[src/hdl/ras_consts.svh]
// offsets, field positions, reset values and counts of the return stack
`ifndef RAS_CONSTS_SVH
`define RAS_CONSTS_SVH

// register port offsets
`define RAS_OFS_PTR_STATUS 3'h0
`define RAS_OFS_TOP_LOW 3'h1
`define RAS_OFS_TOP_HIGH 3'h2
`define RAS_OFS_TOP_UPPER 3'h3
`define RAS_OFS_CTRL 3'h4

// pointer status fields
`define RAS_BIT_FULL 7
`define RAS_BIT_UNDERFLOW 6
`define RAS_BIT_LEVEL_MSB 4

// control register fields
`define RAS_BIT_ERR_RST_EN 0

// reset values
`define RAS_RST_LEVEL 5'h00
`define RAS_RST_ERR_RST_EN 1'b1

// stack geometry and program counter step
`define RAS_LEVEL_LAST 5'h1f
`define RAS_LEVEL_BEFORE_LAST 5'h1e
`define RAS_PC_STEP 21'h00_0002

`endif

[src/hdl/ras_pkg.sv]
// types shared by the return address stack
package ras_pkg;

	// request from the instruction sequencer, one cycle each
	typedef enum logic [3:0] {
		op_none,
		op_call,
		op_relative_call,
		op_int_ack,
		op_return,
		op_return_with_literal,
		op_return_from_interrupt,
		op_sw_push,
		op_sw_pop
	} ras_op_type;

endpackage

[src/hdl/ras_stack.sv]
// return address stack with pointer status, top entry access and shadow
//
// Contract
// - 31 by 21-bit store, 5-bit pointer
// - calls and interrupts push, returns pop
// - calls and returns leave pc latches alone
// - push increments pointer, then writes pc
// - pop reads entry, then decrements pointer
// - every reset zeroes pointer; zero is empty
// - top entry registers access selected entry only
// - pointer 0 to 31, software readable, writable
// - full flag after 31 pushes, sticky
// - error reset on: store pc+2, reset
// - error reset off: pointer holds at 31
// - pop at zero loads zero, sets underflow
// - full or underflow resets when enabled
// - plain underflow only redirects to zero
// - software push stores pc in new entry
// - software pop only decrements pointer
// - pointer status register bit layout
// - shadow captures status, working, bank on interrupt
// - fast interrupt return restores shadow
// - fast call saves, fast return restores
// - one shadow shared by both priorities
// - pc 21 bits, lsb zero, step 2
//
// Added by the designer: the placing of the registers and strobed register access.
`timescale 1ns/1ps
`include "ras_consts.svh"

module ras_stack (
	input wire logic clk_sys_in,
	input wire logic rst_n_in,
	input wire logic dev_rst_in,
	input wire ras_pkg::ras_op_type op_in,
	input wire logic fast_in,
	input wire logic [20:0] pc_in,
	input wire logic [7:0] status_in,
	input wire logic [7:0] working_register_in,
	input wire logic [3:0] bank_select_register_in,
	input wire logic [2:0] reg_addr_in,
	input wire logic [7:0] reg_wdata_in,
	input wire logic reg_wr_in,
	input wire logic reg_rd_in,
	output logic [7:0] reg_rdata_out,
	output logic pc_load_out,
	output logic [20:0] pc_value_out,
	output logic restore_out,
	output logic [7:0] status_out,
	output logic [7:0] working_register_out,
	output logic [3:0] bank_select_register_out,
	output logic stack_reset_req_out
);

	// ***************************************************************
	// storage and state
	// ***************************************************************

	// entry storage
	// no entry exists behind level zero, so the array starts at one
	logic [20:0] stack_mem [1:31];
	logic [4:0] stack_level_ff;
	logic [4:0] nxt_stack_level;
	logic stack_full_flag_ff;
	logic nxt_stack_full_flag;
	logic stack_underflow_flag_ff;
	logic nxt_stack_underflow_flag;
	logic stack_error_reset_enable_ff;
	logic [7:0] shadow_status_ff;
	logic [7:0] shadow_working_ff;
	logic [3:0] shadow_bank_ff;

	// write port of the store
	logic mem_we;
	logic [4:0] mem_waddr;
	logic [20:0] mem_wdata;

	// decoded requests
	logic is_push;
	logic is_ret;
	logic is_sw_pop;
	logic save_shadow;
	logic do_restore;
	logic sw_access;
	logic [20:0] top_entry;
	logic [20:0] pc_aligned;

	// next values of the answer flops
	logic nxt_pc_load;
	logic [20:0] nxt_pc_value;
	logic nxt_reset_req;
	logic [7:0] nxt_rdata;

	// ***************************************************************
	// request decode
	// ***************************************************************

	assign is_push = (op_in == ras_pkg::op_call) ||
		(op_in == ras_pkg::op_relative_call) ||
		(op_in == ras_pkg::op_int_ack) ||
		(op_in == ras_pkg::op_sw_push);
	assign is_ret = (op_in == ras_pkg::op_return) ||
		(op_in == ras_pkg::op_return_with_literal) ||
		(op_in == ras_pkg::op_return_from_interrupt);
	assign is_sw_pop = (op_in == ras_pkg::op_sw_pop);

	// every interrupt vector fills the shadow
	// fast call saves, fast return restores
	assign save_shadow = (op_in == ras_pkg::op_int_ack) ||
		((op_in == ras_pkg::op_call) && fast_in);
	assign do_restore = fast_in &&
		((op_in == ras_pkg::op_return_from_interrupt) ||
		(op_in == ras_pkg::op_return));

	// software touches pointer and top entry only on idle cycles
	// sequencer wins so a push is never half overwritten
	assign sw_access = reg_wr_in && (op_in == ras_pkg::op_none) &&
		!dev_rst_in;

	// lsb of the pc is always zero
	assign pc_aligned = {pc_in[20:1], 1'b0};

	// level zero has no entry, reads as zero
	assign top_entry = (stack_level_ff == `RAS_RST_LEVEL) ?
		21'h00_0000 : stack_mem[stack_level_ff];

	// ***************************************************************
	// pointer, flags and store write
	// ***************************************************************

	// one decision per cycle for pointer, flags and the write port
	always_comb begin
		nxt_stack_level = stack_level_ff;
		nxt_stack_full_flag = stack_full_flag_ff;
		nxt_stack_underflow_flag = stack_underflow_flag_ff;
		nxt_pc_load = 1'b0;
		nxt_pc_value = 21'h00_0000;
		nxt_reset_req = 1'b0;
		mem_we = 1'b0;
		mem_waddr = stack_level_ff;
		mem_wdata = pc_aligned;

		// writing zero clears a flag, ones are ignored
		if (sw_access && (reg_addr_in == `RAS_OFS_PTR_STATUS)) begin
			if (!reg_wdata_in[`RAS_BIT_FULL]) begin
				nxt_stack_full_flag = 1'b0;
			end
			if (!reg_wdata_in[`RAS_BIT_UNDERFLOW]) begin
				nxt_stack_underflow_flag = 1'b0;
			end
			nxt_stack_level = reg_wdata_in[`RAS_BIT_LEVEL_MSB:0];
		end

		// top entry byte writes, merged into selected word
		if (sw_access && (stack_level_ff != `RAS_RST_LEVEL)) begin
			case (reg_addr_in)
				`RAS_OFS_TOP_LOW: begin
					mem_we = 1'b1;
					mem_wdata = {top_entry[20:8], reg_wdata_in};
				end
				`RAS_OFS_TOP_HIGH: begin
					mem_we = 1'b1;
					mem_wdata = {top_entry[20:16], reg_wdata_in,
						top_entry[7:0]};
				end
				`RAS_OFS_TOP_UPPER: begin
					mem_we = 1'b1;
					mem_wdata = {reg_wdata_in[4:0], top_entry[15:0]};
				end
				default: begin
					mem_we = 1'b0;
				end
			endcase
		end

		if (is_push) begin
			if (stack_level_ff == `RAS_LEVEL_LAST) begin
				// no overwrite, pointer stays at 31 unless error reset is enabled
				nxt_stack_full_flag = 1'b1;
				// a full stack resets when enabled
				nxt_reset_req = stack_error_reset_enable_ff;
				if (stack_error_reset_enable_ff) begin
					nxt_stack_level = `RAS_RST_LEVEL;
				end
			end else if (stack_level_ff == `RAS_LEVEL_BEFORE_LAST) begin
				// the 31st push sets the sticky full flag
				nxt_stack_full_flag = 1'b1;
				mem_we = 1'b1;
				mem_waddr = `RAS_LEVEL_LAST;
				if (stack_error_reset_enable_ff) begin
					// store pc plus 2, then reset
					mem_wdata = pc_aligned + `RAS_PC_STEP;
					nxt_stack_level = `RAS_RST_LEVEL;
					nxt_reset_req = 1'b1;
				end else begin
					mem_wdata = pc_aligned;
					nxt_stack_level = `RAS_LEVEL_LAST;
				end
			end else begin
				// increment first, then write the new entry
				// software push stores the current pc
				nxt_stack_level = stack_level_ff + 5'h01;
				mem_we = 1'b1;
				mem_waddr = stack_level_ff + 5'h01;
				mem_wdata = pc_aligned;
			end
		end else if (is_ret) begin
			nxt_pc_load = 1'b1;
			if (stack_level_ff == `RAS_RST_LEVEL) begin
				// empty pop loads zero and flags underflow
				// without reset this only redirects to zero
				nxt_pc_value = 21'h00_0000;
				nxt_stack_underflow_flag = 1'b1;
				nxt_reset_req = stack_error_reset_enable_ff;
			end else begin
				nxt_pc_value = {top_entry[20:1], 1'b0};
				nxt_stack_level = stack_level_ff - 5'h01;
			end
		end else if (is_sw_pop) begin
			if (stack_level_ff == `RAS_RST_LEVEL) begin
				nxt_stack_underflow_flag = 1'b1;
				nxt_reset_req = stack_error_reset_enable_ff;
			end else begin
				nxt_stack_level = stack_level_ff - 5'h01;
			end
		end

		// any device reset returns the pointer to zero
		// flags survive, only power-on reset or a software write of zero clears them
		if (dev_rst_in) begin
			nxt_stack_level = `RAS_RST_LEVEL;
			nxt_pc_load = 1'b0;
			nxt_reset_req = 1'b0;
			mem_we = 1'b0;
		end
	end

	always_ff @(posedge clk_sys_in or negedge rst_n_in) begin
		if (!rst_n_in) begin
			stack_level_ff <= `RAS_RST_LEVEL;
		end else begin
			stack_level_ff <= nxt_stack_level;
		end
	end

	// sticky flags, set beats software clear
	always_ff @(posedge clk_sys_in or negedge rst_n_in) begin
		if (!rst_n_in) begin
			stack_full_flag_ff <= 1'b0;
			stack_underflow_flag_ff <= 1'b0;
		end else begin
			stack_full_flag_ff <= nxt_stack_full_flag;
			stack_underflow_flag_ff <= nxt_stack_underflow_flag;
		end
	end

	// store has no reset, contents are undefined until pushed
	always_ff @(posedge clk_sys_in) begin
		if (mem_we && (mem_waddr != `RAS_RST_LEVEL)) begin
			stack_mem[mem_waddr] <= mem_wdata;
		end
	end

	// error reset enable, written by software, survives device reset
	always_ff @(posedge clk_sys_in or negedge rst_n_in) begin
		if (!rst_n_in) begin
			stack_error_reset_enable_ff <= `RAS_RST_ERR_RST_EN;
		end else if (reg_wr_in && (reg_addr_in == `RAS_OFS_CTRL)) begin
			stack_error_reset_enable_ff <=
				reg_wdata_in[`RAS_BIT_ERR_RST_EN];
		end
	end

	// ***************************************************************
	// shadow store
	// ***************************************************************

	// single shadow, a later interrupt simply overwrites it
	// not visible on the register port
	always_ff @(posedge clk_sys_in or negedge rst_n_in) begin
		if (!rst_n_in) begin
			shadow_status_ff <= 8'h00;
			shadow_working_ff <= 8'h00;
			shadow_bank_ff <= 4'h0;
		end else if (save_shadow && !dev_rst_in) begin
			shadow_status_ff <= status_in;
			shadow_working_ff <= working_register_in;
			shadow_bank_ff <= bank_select_register_in;
		end
	end

	// restore values presented one cycle after the return
	always_ff @(posedge clk_sys_in or negedge rst_n_in) begin
		if (!rst_n_in) begin
			restore_out <= 1'b0;
			status_out <= 8'h00;
			working_register_out <= 8'h00;
			bank_select_register_out <= 4'h0;
		end else begin
			restore_out <= do_restore && !dev_rst_in;
			status_out <= shadow_status_ff;
			working_register_out <= shadow_working_ff;
			bank_select_register_out <= shadow_bank_ff;
		end
	end

	// ***************************************************************
	// answers to the sequencer
	// ***************************************************************

	// only the pc is loaded, pc latches are never driven here
	always_ff @(posedge clk_sys_in or negedge rst_n_in) begin
		if (!rst_n_in) begin
			pc_load_out <= 1'b0;
			pc_value_out <= 21'h00_0000;
			stack_reset_req_out <= 1'b0;
		end else begin
			pc_load_out <= nxt_pc_load;
			pc_value_out <= nxt_pc_value;
			stack_reset_req_out <= nxt_reset_req;
		end
	end

	// ***************************************************************
	// register read port
	// ***************************************************************

	// pointer status layout, bit 5 reads zero
	always_comb begin
		nxt_rdata = 8'h00;
		if (reg_rd_in) begin
			case (reg_addr_in)
				`RAS_OFS_PTR_STATUS: begin
					nxt_rdata = {stack_full_flag_ff,
						stack_underflow_flag_ff, 1'b0, stack_level_ff};
				end
				`RAS_OFS_TOP_LOW: begin
					nxt_rdata = top_entry[7:0];
				end
				`RAS_OFS_TOP_HIGH: begin
					nxt_rdata = top_entry[15:8];
				end
				`RAS_OFS_TOP_UPPER: begin
					nxt_rdata = {3'h0, top_entry[20:16]};
				end
				`RAS_OFS_CTRL: begin
					nxt_rdata = {7'h00, stack_error_reset_enable_ff};
				end
				default: begin
					nxt_rdata = 8'h00;
				end
			endcase
		end
	end

	// read data stand one cycle, zero otherwise
	always_ff @(posedge clk_sys_in or negedge rst_n_in) begin
		if (!rst_n_in) begin
			reg_rdata_out <= 8'h00;
		end else begin
			reg_rdata_out <= nxt_rdata;
		end
	end

endmodule

[config.mk]
export PLATFORM = sky130hd
export DESIGN_NAME = ras_stack
export DESIGN_NICKNAME = d
export VERILOG_FILES = /design/src/hdl/ras_pkg.sv /design/src/hdl/ras_stack.sv
export VERILOG_INCLUDE_DIRS = /design/src /design/src/hdl
export SDC_FILE = /design/constraint.sdc
export NUM_CORES = 1
export LEC_CHECK = 0
export BUFFER_PORTS_ARGS = -buffer_cell sky130_fd_sc_hd__buf_2
export CORE_ASPECT_RATIO = 1.5
export CORE_UTILIZATION = 56
export DETAILED_ROUTE_END_ITERATION = 6
export PLACE_DENSITY = 0.86
export SLEW_MARGIN = 15
export SYNTH_ARGS = -nofsm -noshare
export SYNTH_HDL_FRONTEND = slang
export SYNTH_SLANG_ARGS = --single-unit
[constraint.sdc]
create_clock -name clk_sys_in -period 4.8 [get_ports clk_sys_in]
set_input_delay 0.72 -clock clk_sys_in [delete_from_list [all_inputs] [get_ports clk_sys_in]]
set_output_delay 0.72 -clock clk_sys_in [all_outputs]
set_load 0.01 [all_outputs]
# After elaboration in Yosys (flattened, before gate mapping)
# Memories as Yosys holds them, arrays and structs flattened.
# Cells that the tools add are included.
dict set report classes {
  n_addsub 3
  multipliers 0
  div 0
  magnitude_cmp 0
  n_eq_ne 14
  n_shift 0
  mux 54
  n_bitwise 0
  n_reduce_logical 24
}
# cell count
set op_table {}
lappend op_table {{2-to-1 mux 21 bit} 9}
lappend op_table {{2-to-1 mux 5 bit} 13}
lappend op_table {{one-hot mux 21 bit (3 select lines)} 1}
lappend op_table {{one-hot mux 8 bit (5 select lines)} 1}
lappend op_table {{2-to-1 mux 1 bit} 29}
lappend op_table {{adder 21 x 2 -> 21 bit, second input constant} 1}
lappend op_table {{equality test 4 x 3 -> 1 bit, second input constant} 4}
lappend op_table {{equality test 5 bit, second input constant} 2}
lappend op_table {{logical AND 1 bit} 10}
lappend op_table {{nonzero test 5 bit} 2}
lappend op_table {{equality test 4 x 2 -> 1 bit, second input constant} 2}
lappend op_table {{2-to-1 mux 8 bit} 1}
lappend op_table {{logical OR 1 bit} 7}
lappend op_table {{equality test 3 x 2 -> 1 bit, second input constant} 2}
lappend op_table {{adder 5 x 1 -> 5 bit, second input constant} 1}
lappend op_table {{zero test 5 bit} 1}
lappend op_table {{subtractor 5 x 1 -> 5 bit, second input constant} 1}
lappend op_table {{equality test 4 x 1 -> 1 bit, second input constant} 1}
lappend op_table {{equality test 4 bit, second input constant} 1}
lappend op_table {{zero test 4 bit} 1}
lappend op_table {{equality test 3 x 1 -> 1 bit, second input constant} 1}
lappend op_table {{equality test 3 bit, second input constant} 1}
lappend op_table {{zero test 3 bit} 1}
lappend op_table {{OR reduction 3 bit} 1}
lappend op_table {{zero test 1 bit} 1}
dict set report totals {
  ff_bits 80
  latchBits 0
  mem_bits_rw 651
  rom_bits 0
  output_inout_bits 52
  memories 1
}
# memory words width rd rd_ports_with_merged_regs wr line_no
set memory_table {}
lappend memory_table {stack_mem 31 21 1 0 1 ras_stack.sv:61} ;# logic [20:0] stack_mem [1:31];

# Depth between registers and ports, before layout
dict set report depth {
  depth_word 11
  ltp_mapped 15
  mapped_depth_nobuf 8
}

# Least setup slack after synthesis
# OpenSTA, ideal clock, no wires.
dict set report synth_timing {
  kind {reg2reg}
  from {register stack_level_ff[0]}
  to {memory stack_mem[10][13] (data pin)}
  setup_ns 0.459
  arrival_ns 4.209
  required_ns 4.341
  slack_ns 0.132
  path_stages_with_launch 14
  path_buffers 5
  synth_period_minus_slack_ns 4.668
  cell_sequence {dfrtp_1 > buf_4 > buf_6 > buf_4 > buf_6 > buf_4 > inv_1 > ha_1 > nand4_1 > or3_1 > nor4_1 > and3_1 > nor3_1 > a211oi_1}
}
dict set report synth_via {
  elab_chain_len 6
  elab_cells_between_ends 12
}
# item line_no
set synth_lines {}
lappend synth_lines {{start, declared} ras_stack.sv:62} ;# logic [4:0] stack_level_ff;
lappend synth_lines {{start signal, assigned} ras_stack.sv:240} ;# stack_level_ff <= `RAS_RST_LEVEL;
lappend synth_lines {{start signal, assigned} ras_stack.sv:242} ;# stack_level_ff <= nxt_stack_level;
lappend synth_lines {{memory read (31 x 21 bit) or zero test 5 bit (tied branches)} n/a}
lappend synth_lines {{2-to-1 mux 21 bit} ras_stack.sv:124} ;# assign top_entry = (stack_level_ff == `RAS_RST_LEVEL) ?
lappend synth_lines {{one-hot mux 21 bit (3 select lines)} ras_stack.sv:156} ;# case (reg_addr_in)
lappend synth_lines {{2-to-1 mux 21 bit} ras_stack.sv:155} ;# if (sw_access && (stack_level_ff != `RAS_RST_LEVEL)) begin
lappend synth_lines {{2-to-1 mux 21 bit} ras_stack.sv:177} ;# if (stack_level_ff == `RAS_LEVEL_LAST) begin
lappend synth_lines {{2-to-1 mux 21 bit (*)} ras_stack.sv:176} ;# if (is_push) begin
lappend synth_lines {{named net mem_wdata[13]} ras_stack.sv:76} ;# logic [20:0] mem_wdata;
lappend synth_lines {{end, declared} ras_stack.sv:61}
# Mark *: on every way through the listed nets, which the timed path passes. The rest lies on a longest branch.

# Worst setup path in the final report
dict set report layout_timing {
  from {register stack_level_ff[3]}
  to {memory stack_mem[3][14] (data pin)}
}
# The elaborated chain is that of the path after synthesis.

==> flow_summary.toml <==
[sta]
max_freq_ghz = 0.240
max_slew_margin_pct = 25.5
tns_ps = 0
hold_viol = 0
min_period_ps = 4170
setup_slack_ps = 629
finClkSkew_ps = 29.4
fin_crit_sh_pct = 86.9
maxSlewViolCount = 0
rsz0062_at_grt = "false"
worst_pin_slew_ps = 1110
setup_viol = 0

[place]
io_buffers = 111
gp_congestion = 0.939
dp.final_hpwl_mm = 47.2
dp.cells = 2500
pre_cts_ws_ps = 701

[floorplanning]
die_area_mm2 = 0.0537
io_pins = 114
rows = 102
start_util_pct = 57.0
die_w_um = 189
core-area_mm2 = 0.0518
die_y_um = 283

[drt]
drc = 1
vias = 17300
post_drt_wl_per_cell_um = 28.3
vias_per_cell = 6.63
first_iter_violations = 1936
drt_wl_total_mm = 73.8
dr.pass1.iters = 7
final_antenna_net_count = 0

[logic_synthesis]
syn-num-nets = 1780
synth_top_area_cell = "edfxtp_1"
synth_compound_area_share_pct = 5.65
ys_warn_count = 0
synth-async-reset-ratio_pct = 10.8
yosysMostFrequentCell = "edfxtp_1"
synth_ff_type = "edfxtp_1"
yosys.area_share.adder_pct = 0.254
muxShareOfSynthArea_pct = 13.3
synthDominantCellAreaShare_pct = 66.2
synth_top_family_by_area = "multiplexers"
synth-seq-cells = 730
synth_cell_types = 69
synth_xor_area_share_pct = 0.119
synth-simple-area-share_pct = 5.99
syn_area_per_cell_um2 = 17.2
ys_seq_area_share_pct = 72.9
synth-edff-count = 651
synthTopCellsByArea = "edfxtp_1 (66%), mux4_2 (6.6%), dfrtp_1 (6.6%)"
synth_area_mm2 = 0.0295
syn_inst = 1712
synthTopCellsByCount = "edfxtp_1 (651), mux2i_1 (160), nor2_1 (102)"

[clocking]
clock_latency_ps = 620
clk_transition_reported_paths_ps = 70
cts_resized = 0
cts-root-buf = "clkbuf_16"
clock_sinks = 730
cts_tree = "done"
htree_levels = 2
numCtsBuffers = 58
clock_path_buffers = 3
post_cts_buffers = 0
hold_buffers = 0

[setup_path]
cpPeakStageDelay_ps = 880
path_delay_family = "simple AND/OR/NAND/NOR gates"
critPathLaunchType = "register"
critPathMaxFanout = 31
cp_common_cell = "buf_4"
slowest_stage = "a2111oi_0"
path_cells = "buf_4 > nand2_1 > a2111oi_0 > nor4_1 > buf_4 > o31ai_1 > and3_1"
path_buf_inv = 2
cp_data_arrival_time_ps = 4430
end_kind = "register"
required_ps = 5060
worstSetupPathType = "reg -> reg"

[global_route]
grt_use_met1_pct = 33.3
grt_use_total_pct = 27.8
grt_util_met2_pct = 49.5
antenna_found_initial = 1
grtUsageMet3_pct = 3.31
grt_pass1_vias = 17400
grt_pass1_wl_mm = 110
top_usage_layer = "met2"
grt_overflow = 0
grt_max_degree = 95

[power]
max-vdd-ir-drop_mv = 0.333
power_density_mw_per_mm2 = 410
power_mw = 13.7
p_leak_nw = 11.2

[finish]
fill_cells = 3313
layout.cells.non_filler = 2611
nets = 1954
final_util_pct = 64.5
antennaDiodeCount = 0
multi_input_area_mm2 = 0.00766
regArea_mm2 = 0.0215
drive_gt1_share_pct = 25.8
area.growth.synth_to_final_pct = 13.2

[flow_run]
drv_cap = 0

[worst_hold_path]
hold_path_class = "in -> async"

[outcome]
status = "finished with violations"
violations = "DRC"
[kinds of logic (layout without fill, tap and decap cells)]
family                   after synthesis  in the layout
XOR/XNOR                               4              4
AO/OA/AOI/OAI                        239            239
multiplexers                         280            280
buffers and inverters                103            326
other                                  1              1
adder cells (fa/ha/maj)                6              6
AND/OR/NAND/NOR                      349            349
flip-flops                           730            730
[sequential cells by signal, indices dropped and copies added (netlist names)]
| name | flops |
|---|---|
| stack_full_flag_ff | 1 |
| working_register_out | 8 |
| bank_select_register_out | 4 |
| pc_value_out | 20 |
| stack_underflow_flag_ff | 1 |
| shadow_bank_ff | 4 |
| stack_error_reset_enable_ff | 1 |
| stack_level_ff | 5 |
| pc_load_out | 1 |
| reg_rdata_out | 8 |
| stack_mem | 651 |
| shadow_status_ff | 8 |
| restore_out | 1 |
| shadow_working_ff | 8 |
| status_out | 8 |
| stack_reset_req_out | 1 |
[placed cells by master (no fill, tap or decap), types with 8 or more instances in the layout]
master / netlist / layout
a211oi_1: 22 / 18
a21oi_1: 70 / 62
a221oi_1: 10 / 10
a22oi_1: 58 / 58
and2_1: 12 / 12
and3_1: 16 / 14
buf_2: 21 / 110
buf_4: 18 / 96
bufinv_16: 0 / 8
clkbuf_16: 0 / 59
clkinv_2: 0 / 14
dfrtp_1: 78 / 75
edfxtp_1: 651 / 651
mux2_2: 33 / 33
mux2i_1: 160 / 160
mux4_2: 87 / 87
nand2_1: 66 / 66
nand2b_1: 18 / 18
nand3_1: 52 / 52
nand4_1: 14 / 14
nor2_1: 102 / 70
nor2_2: 0 / 32
nor2b_1: 20 / 20
nor3_1: 14 / 14
o21ai_0: 16 / 16
[worst reg2reg max path, stage by stage, from the launching register on]
cell and delay, ps:
dfrtp_1 870, buf_4 350, nand2_1 340, a2111oi_0 880, nor4_1 130, buf_4 200, o31ai_1 180, and3_1 870
[per-stage QoR]
step                      instance area (um^2)  hold WS [ps]
final                                    33400           258
after global routing                     33400           339
after CTS                                33400           285
after detailed placement                 31400           358
after global placement                   31400           354
after floorplan                          29500           350
[path summary, 6_finish.rpt]
| check | startpoint | to | slack, ps | depth (start not counted) |
|---|---|---|---|---|
| max | stack_level_ff[3] | stack_mem[3][14] | 630 | 7 |
| min | rst_n_in | status_out[1] | 260 | 1 |
| max reg2reg | stack_level_ff[3] | stack_mem[3][14] | 630 | 7 |
| min reg2reg | shadow_status_ff[5] | status_out[5] | 370 | 0 |
| max in group asynchronous | rst_n_in | stack_level_ff[0] | 3860 | 1 |
| min in group clk_sys_in | bank_select_register_in[0] | shadow_bank_ff[0] | 340 | 2 |
[layout make-up]
cell class / instances / share of cell area, %
multi-input combinational: 879 / 22.9
clock inverter: 38 / 1.35
tap: 676 / 2.53
sequential: 730 / 64.4
clock buffer: 71 / 4.68
inverter: 7 / 0.0786
timing repair buffer: 210 / 4.01
[report_power, final]
group	total [mW]	internal, mW	switching, mW	leakage (nW)
sequential	7.14	7.05	0.0895	6.92
clock	4.99	2.78	2.21	0.994
combinational	1.57	0.597	0.970	3.28
[metal layers]
metal / vias to the layer above / part of all wire (%) / wire length [um]
li1: 7162 / - / -
met1: 8636 / 34 / 24900
met2: 1250 / 53 / 39000
met3: 266 / 8.3 / 6110
met4: 2 / 5.2 / 3810
met5: - / 0.026 / 19
(Power assumes the default switching activity.)
